File: src/hw/scsa_consts.svh
// Timing and width constants for the store cycle steal arbiter
`ifndef SCSA_CONSTS_SVH
`define SCSA_CONSTS_SVH
`define SCSA_WORD_W        18
`define SCSA_NUM_CH        4
`define SCSA_ADDR_W        17
`define SCSA_CLK_NS        10
`define SCSA_CYCLE_NS      1200
`define SCSA_CYCLE_CLKS    (`SCSA_CYCLE_NS / `SCSA_CLK_NS)
`define SCSA_CNT_W         8
`define SCSA_LAT_MIN_NS    1500
`define SCSA_LAT_MAX_NS    2700
`define SCSA_LAT_MIN_CLKS  ((`SCSA_LAT_MIN_NS + `SCSA_CLK_NS - 1) / `SCSA_CLK_NS)
`define SCSA_LAT_MAX_CLKS  (`SCSA_LAT_MAX_NS / `SCSA_CLK_NS)
`define SCSA_SETUP_CLKS    (`SCSA_LAT_MIN_CLKS - `SCSA_CYCLE_CLKS - 3)
`define SCSA_AGE_W         5
`define SCSA_PEAK_WPS      833333
`endif

File: src/hw/scsa_pkg.sv
// Types for the store cycle steal arbiter
package scsa_pkg;
	typedef enum logic [1:0]
	{
		SCSA_OWN_NONE = 2'b00,
		SCSA_OWN_CPU  = 2'b01,
		SCSA_OWN_CHAN = 2'b10
	} scsa_owner_t;
endpackage

File: src/hw/scsa_sync2.sv
// Two-stage synchroniser for channel request pins
`timescale 1ns/100ps
module scsa_sync2
(
	// Clock and reset
	input  wire logic clk_sys_i,
	input  wire logic rst_i,
	// Async level in, synchronised level out
	input  wire logic async_i,
	output logic      sync_o
);
	logic meta_r;

	always_ff @(posedge clk_sys_i)
	begin
		if (rst_i)
		begin
			meta_r <= 1'b0;
			sync_o <= 1'b0;
		end
		else
		begin
			meta_r <= async_i;
			sync_o <= meta_r;
		end
	end
endmodule // scsa_sync2

File: src/hw/scsa_arbiter.sv
// Store cycle steal arbiter: four channels and the processor share the store
//
// Behaviour
// - Four independent channel ports all sit on the one store data bus.
// - A channel raises its request and receives the next whole store cycle.
// - Simultaneous requests are granted in fixed order, channel 0 highest.
// - The processor gets the store only when no channel request waits.
// - Channel words move by stolen cycles without processor instructions.
// - Each granted channel cycle moves exactly one 18-bit word in or out.
// - Top channel request-to-done latency lies within 1.5 us to 2.7 us.
// - Back-to-back channel cycles sustain the peak word rate.
`timescale 1ns/100ps
`include "scsa_consts.svh"
module scsa_arbiter
(
	// Clock and reset
	input  wire logic                       clk_sys_i,
	input  wire logic                       rst_i,
	// Channel request and transfer lines
	input  wire logic [`SCSA_NUM_CH-1:0]    ch_req_i,
	input  wire logic [`SCSA_NUM_CH-1:0]    ch_wr_i,
	input  wire logic [`SCSA_ADDR_W-1:0]    ch_addr_i [`SCSA_NUM_CH],
	input  wire logic [`SCSA_WORD_W-1:0]    ch_wdata_i [`SCSA_NUM_CH],
	output logic      [`SCSA_NUM_CH-1:0]    ch_gnt_o,
	output logic      [`SCSA_NUM_CH-1:0]    ch_done_o,
	output logic      [`SCSA_WORD_W-1:0]    ch_rdata_o,
	// Processor store port
	input  wire logic                       cpu_req_i,
	input  wire logic                       cpu_wr_i,
	input  wire logic [`SCSA_ADDR_W-1:0]    cpu_addr_i,
	input  wire logic [`SCSA_WORD_W-1:0]    cpu_wdata_i,
	output logic                            cpu_gnt_o,
	output logic                            cpu_done_o,
	output logic      [`SCSA_WORD_W-1:0]    cpu_rdata_o,
	// Shared store data bus
	output logic                            st_start_o,
	output logic                            st_wr_o,
	output logic      [`SCSA_ADDR_W-1:0]    st_addr_o,
	output logic      [`SCSA_WORD_W-1:0]    st_wdata_o,
	input  wire logic [`SCSA_WORD_W-1:0]    st_rdata_i
);
	localparam logic [`SCSA_CNT_W-1:0] CYC_LAST =
		`SCSA_CNT_W'(`SCSA_CYCLE_CLKS - 1);
	localparam logic [`SCSA_AGE_W-1:0] AGE_LAST =
		`SCSA_AGE_W'(`SCSA_SETUP_CLKS);

	logic [`SCSA_NUM_CH-1:0]  req_s;
	logic [`SCSA_NUM_CH-1:0]  pick_nxt;
	logic [`SCSA_CNT_W-1:0]   cnt_r;
	logic [1:0]               sel_r;
	logic [1:0]               sel_nxt;
	logic                     busy_r;
	logic                     wait_any;
	logic [`SCSA_AGE_W-1:0]   age_r [`SCSA_NUM_CH];
	scsa_pkg::scsa_owner_t    own_r;

	// ==========================================================
	// Request synchronisers
	// four ports
	genvar g;
	generate
		for (g = 0; g < `SCSA_NUM_CH; g++)
		begin : g_sync
			scsa_sync2 u_sync
			(
				.clk_sys_i (clk_sys_i),
				.rst_i     (rst_i),
				.async_i   (ch_req_i[g]),
				.sync_o    (req_s[g])
			);
		end
	endgenerate

	// ==========================================================
	// Request ageing
	// minimum latency
	// A request must stand this long before it may win, so even an
	// idle store never finishes a word faster than the lower bound.
	always_ff @(posedge clk_sys_i)
	begin
		for (int i = 0; i < `SCSA_NUM_CH; i++)
		begin
			if (rst_i || !req_s[i] || ch_gnt_o[i])
				age_r[i] <= '0;
			else if (age_r[i] != AGE_LAST)
				age_r[i] <= age_r[i] + 1'b1;
		end
	end

	assign wait_any = |(req_s & ~ch_gnt_o);

	// ==========================================================
	// Fixed priority pick
	// static priority
	always_comb
	begin
		pick_nxt = '0;
		sel_nxt  = 2'b00;
		for (int i = `SCSA_NUM_CH - 1; i >= 0; i--)
		begin
			if (req_s[i] && !ch_gnt_o[i] && age_r[i] == AGE_LAST)
			begin
				pick_nxt = '0;
				pick_nxt[i] = 1'b1;
				sel_nxt = 2'(i);
			end
		end
	end

	// ==========================================================
	// Store cycle sequencer
	// Grants are only taken at a cycle boundary, so a cycle in
	// progress is never cut short by a late request.
	// back to back
	always_ff @(posedge clk_sys_i)
	begin
		if (rst_i)
		begin
			busy_r <= 1'b0;
			cnt_r  <= '0;
			own_r  <= scsa_pkg::SCSA_OWN_NONE;
			sel_r  <= 2'b00;
		end
		else if (busy_r && cnt_r != CYC_LAST)
		begin
			cnt_r <= cnt_r + 1'b1;
		end
		else if (|pick_nxt)
		begin
			busy_r <= 1'b1;
			cnt_r  <= '0;
			own_r  <= scsa_pkg::SCSA_OWN_CHAN;
			sel_r  <= sel_nxt;
		end
		else if (cpu_req_i && !cpu_gnt_o && !wait_any)
		begin
			busy_r <= 1'b1;
			cnt_r  <= '0;
			own_r  <= scsa_pkg::SCSA_OWN_CPU;
		end
		else
		begin
			busy_r <= 1'b0;
			cnt_r  <= '0;
			own_r  <= scsa_pkg::SCSA_OWN_NONE;
		end
	end

	// ==========================================================
	// Grants held across the cycle
	// grant held
	always_ff @(posedge clk_sys_i)
	begin
		if (rst_i)
		begin
			ch_gnt_o  <= '0;
			cpu_gnt_o <= 1'b0;
		end
		else if (busy_r && cnt_r != CYC_LAST)
		begin
			ch_gnt_o  <= ch_gnt_o;
			cpu_gnt_o <= cpu_gnt_o;
		end
		else
		begin
			ch_gnt_o  <= pick_nxt;
			cpu_gnt_o <= ~|pick_nxt & cpu_req_i & ~cpu_gnt_o & ~wait_any;
		end
	end

	// ==========================================================
	// Store bus drive
	// steal one cycle
	always_ff @(posedge clk_sys_i)
	begin
		if (rst_i)
		begin
			st_start_o <= 1'b0;
			st_wr_o    <= 1'b0;
			st_addr_o  <= '0;
			st_wdata_o <= '0;
		end
		else if (!(busy_r && cnt_r != CYC_LAST) && |pick_nxt)
		begin
			st_start_o <= 1'b1;
			st_wr_o    <= ch_wr_i[sel_nxt];
			st_addr_o  <= ch_addr_i[sel_nxt];
			st_wdata_o <= ch_wdata_i[sel_nxt];
		end
		else if (!(busy_r && cnt_r != CYC_LAST) && cpu_req_i && !cpu_gnt_o
			&& !wait_any)
		begin
			st_start_o <= 1'b1;
			st_wr_o    <= cpu_wr_i;
			st_addr_o  <= cpu_addr_i;
			st_wdata_o <= cpu_wdata_i;
		end
		else
		begin
			st_start_o <= 1'b0;
		end
	end

	// ==========================================================
	// Cycle completion and read data
	// one word per cycle
	always_ff @(posedge clk_sys_i)
	begin
		if (rst_i)
		begin
			ch_done_o   <= '0;
			cpu_done_o  <= 1'b0;
			ch_rdata_o  <= '0;
			cpu_rdata_o <= '0;
		end
		else
		begin
			ch_done_o  <= '0;
			cpu_done_o <= 1'b0;
			if (busy_r && cnt_r == CYC_LAST)
			begin
				if (own_r == scsa_pkg::SCSA_OWN_CHAN)
				begin
					ch_done_o[sel_r] <= 1'b1;
					ch_rdata_o       <= st_rdata_i;
				end
				else if (own_r == scsa_pkg::SCSA_OWN_CPU)
				begin
					cpu_done_o  <= 1'b1;
					cpu_rdata_o <= st_rdata_i;
				end
			end
		end
	end
endmodule // scsa_arbiter

File: config.mk
export PLATFORM = sky130hd
export DESIGN_NAME = scsa_arbiter
export DESIGN_NICKNAME = d
export VERILOG_FILES = /design/src/hw/scsa_pkg.sv /design/src/hw/scsa_sync2.sv /design/src/hw/scsa_arbiter.sv
export VERILOG_INCLUDE_DIRS = /design/src /design/src/hw
export SDC_FILE = /design/constraint.sdc
export NUM_CORES = 1
export LEC_CHECK = 0
export BUFFER_PORTS_ARGS = -buffer_cell sky130_fd_sc_hd__buf_4
export CAP_MARGIN = 25
export CORE_ASPECT_RATIO = 1.2
export CORE_MARGIN = 10
export CORE_UTILIZATION = 43
export DETAILED_ROUTE_END_ITERATION = 6
export HOLD_SLACK_MARGIN = 0.05
export PLACE_DENSITY = 0.77
export SYNTH_ARGS = -nofsm -noshare
export SYNTH_HDL_FRONTEND = slang
export SYNTH_SLANG_ARGS = --single-unit
File: constraint.sdc
create_clock -name clk_sys_i -period 1.9 [get_ports clk_sys_i]
set_input_delay 0.19 -clock clk_sys_i [delete_from_list [all_inputs] [get_ports clk_sys_i]]
set_output_delay 0.19 -clock clk_sys_i [all_outputs]
set_load 0.05 [all_outputs]
==> metrics.txt <==
global route overflow=0; Cell Count Post-Placement=between 1000 and 1500; Setup TNS Final=-6.09 ns; worst reg2reg path startpoint=age_r[2][0]$_SDFFCE_PN0P_; Syn Nets=930; Slew headroom=a little over 70%; combinational share of power=roughly a fifth; Residual DRC=0; clock network fraction of total power=43.5%; top cells by area, synth=dfxtp_1 (33%), edfxtp_1 (9.4%), mux2i_1 (5.8%); net switching fraction of the power=around 29%; RSZ-0062 raised after global routing=true; Ys Warns=0; register area share after synthesis=between 40% and 50%; drt initial violations=roughly 740; Critical Path Start=age_r[2][0]$_SDFFCE_PN0P_; Layout Utilization=roughly 75%; global-route wire length before repair=between 40 and 50 mm; worst slew pin tran=about 0.44 ns; largest area contributor in the netlist=dfxtp_1; top-area cell type share of the netlist area=between 30 and 40%; Placer Congestion=slightly below 0.9; top-count cell post-synth=dfxtp_1; core area=approximately 14000 um2; Max FO, Critical Path=10; Mapped Area=approximately 6400 um2; Max VDD drop=between 600 and 700 uV; vias per cell=~6; slack of the critical path=-0.199 ns; initial antenna violation count=0; WS Path Type=reg2reg; synth unique cells=49; post-route ant nets=0; Fin Hold WS=0.0592 ns; die width=approximately 130 um; nets=about 1300; Final Hold Viols=0; Global Route Usage Sum=26.4%; clock skew=0.00982 ns; H-tree levels=4; port bufs=287; Worst EP arrival=approximately 2.4 ns; Max Root-Sink Buffers=2; CTS tree=done; Critical Path Sink Type=flop; Final min period=2.10 ns; R2R Setup Slk=-0.20 ns; fin. max-slew vios=0; Switching Power=2.16 mW; via count=roughly 7600; Main synth FF type=dfxtp_1; Pre-Repair DR Iteration Count=5; Root Buffer=clkbuf_16; failing checks=negative setup slack; Design Power=7.57 mW; Syn Area/Cell=approximately 9 um2; clock sink count=~120; final worst path period share=110%; Layout Area Growth over Synthesis=68.8%; Fmax achieved=between 400 and 500 MHz; P_leak=4.54 nW; vias in the first global route=between 7000 and 8000; Routed WL=roughly 30 mm; CP Launch Type=flop; DR WL/cell=between 20 and 25 um; share of layout cells above drive strength 1=between 40% and 50%; clk_lat worst skew=between 0.4 and 0.5 ns; hold path start=cpu_wdata_i[7]; Post-synth EDFFs=20; worst setup path end=st_wdata_o[6]$_SDFFE_PP0P_; largest net degree at the start of global routing=roughly 40; clock-pin slew on the worst setup and hold paths=roughly 0.060 ns; Syn Inst Count=between 700 and 800; Async SR Flop Fraction=0%; flip-flop and latch count after synthesis=124; Initial Util=between 40 and 50%; TritonCTS buffer count=17; HPWL Detailed=roughly 20 mm; count of max-cap constraint violations=0; path depth of the worst reg2reg path=7; Seq pwr share=between 30% and 40%; final setup vio count=39; required time of the critical path=around 2.2 ns; die height=about 150 um; die area=between 20000 and 25000 um2; post-route insts no fill=roughly 1300; Int Pwr=approximately 5.4 mW; I/O pin cnt=between 200 and 300; Commonest cells post-synth=dfxtp_1 (104), nor2_1 (62), nand2_1 (54); Tightest Hold Check Type=in2reg; Ant. Diodes=0; Pwr per Cell Area=about 700 nW/um2; worst reg2reg endpoint=st_wdata_o[6]$_SDFFE_PP0P_; status=complete, but fails checks; Rows=48
==> per-layer routing <==
layer | global-route usage [%] | share of wire, % | wire length [um]
met2 | 44.8 | 49 | 14600
met4 | 10.5 | 3.9 | 1150
met1 | 29.6 | 36 | 10900
met3 | 9.39 | 11 | 3250
met5 | 0 | 0 | 0
==> per-stage QoR <==
stage                     cell area (um2)  setup WS [ns]
after CTS                           10400         -0.125
after floorplan                      6520        -0.0236
after global routing                10800         -0.290
final                               10800         -0.199
after global placement               9210        -0.0897
after detailed placement             9210         -0.147
==> worst max-delay path, stage by stage (launching register included) <==
cell       delay, ns
edfxtp_1        0.42
ha_2            0.23
and4b_2         0.26
buf_4           0.19
a2111oi_1       0.46
o21ai_0         0.16
o2111ai_2       0.12
a311oi_1        0.12
==> worst min path at each step <==
| stage | slack [ns] | cells after the start | end |
|---|---|---|---|
| floorplan | 0.32 | 1 | g_sync[0].u_sync.meta_r$_SDFF_PP0_ |
| global placement | 0.40 | 2 | g_sync[1].u_sync.meta_r$_SDFF_PP0_ |
| detailed placement | 0.41 | 2 | g_sync[0].u_sync.meta_r$_SDFF_PP0_ |
| CTS | 0.05 | 3 | st_wdata_o[7]$_SDFFE_PP0P_ |
| global route | 0.06 | 3 | st_wdata_o[5]$_SDFFE_PP0P_ |
| finish | 0.06 | 3 | st_wdata_o[7]$_SDFFE_PP0P_ |
==> power groups by stage <==
| stage | Combinational (mW) | Clock, mW | Sequential [mW] |
|---|---|---|---|
| 2_1_floorplan | 0.304 | 0 | 3.14 |
| 3_3_place_gp | 1.18 | 0 | 2.87 |
| 3_5_place_dp | 1.19 | 0 | 2.87 |
| 4_1_cts | 1.31 | 3.32 | 2.82 |
| 5_1_grt | 1.51 | 3.43 | 2.84 |
| 6_report | 1.45 | 3.29 | 2.83 |
==> layout make-up <==
cell class              count  area (um2)
flip-flops and latches    124        2690
well taps                 200         250
inverters                   4        15.0
clock inverters            14         158
fillers                  1009        3680
clock buffers              18         439
repair buffers            415        3470
multi-input cells         517        3770
==> kinds of logic (layout without fill, tap and decap cells) <==
| logic type | count (synthesis) | after routing | share of synthesized area (%) |
|---|---|---|---|
| flip-flops | 124 | 124 | 42.0 |
| buffers and inverters | 79 | 451 | 5.50 |
| multiplexers | 37 | 37 | 5.79 |
| XOR/XNOR | 15 | 15 | 2.06 |
| adder cells (fa/ha/maj) | 5 | 5 | 0.979 |
| AND/OR/NAND/NOR | 255 | 255 | 20.5 |
| AO/OA/AOI/OAI | 205 | 205 | 23.2 |
==> state kept, by name, summed over array words and instances (netlist names), 4 cells and up <==
signal and cells:
ch_gnt_o 4, cpu_rdata_o 18, g_sync.u_sync.sync_o 4, age_r 20
cnt_r 8, ch_rdata_o 18, st_wdata_o 18, st_addr_o 17
ch_done_o 4, g_sync.u_sync.meta_r 4
==> what timing repair did <==
action                     4_1_cts  5_1_grt
gates resized for setup         41       53
pin swaps                       11       14
hold endpoints to repair        56        0
hold buffers                    40        0
buffers inserted                 4        7
setup endpoints to repair       38       63
gates cloned                     1        6
==> cells in the final DEF, fill, tap and decap left out, drive strengths merged, types with 37 or more instances in the layout <==
| cell type | n |
|---|---|
| o21ai | 38 |
| buf | 371 |
| nand2 | 54 |
| dfxtp | 104 |
| a21oi | 49 |
| nor2 | 62 |
| mux2i | 37 |
| nor3 | 45 |
| dlygate4sd3 | 40 |
Note: power is estimated with default switching activity, not from simulation.
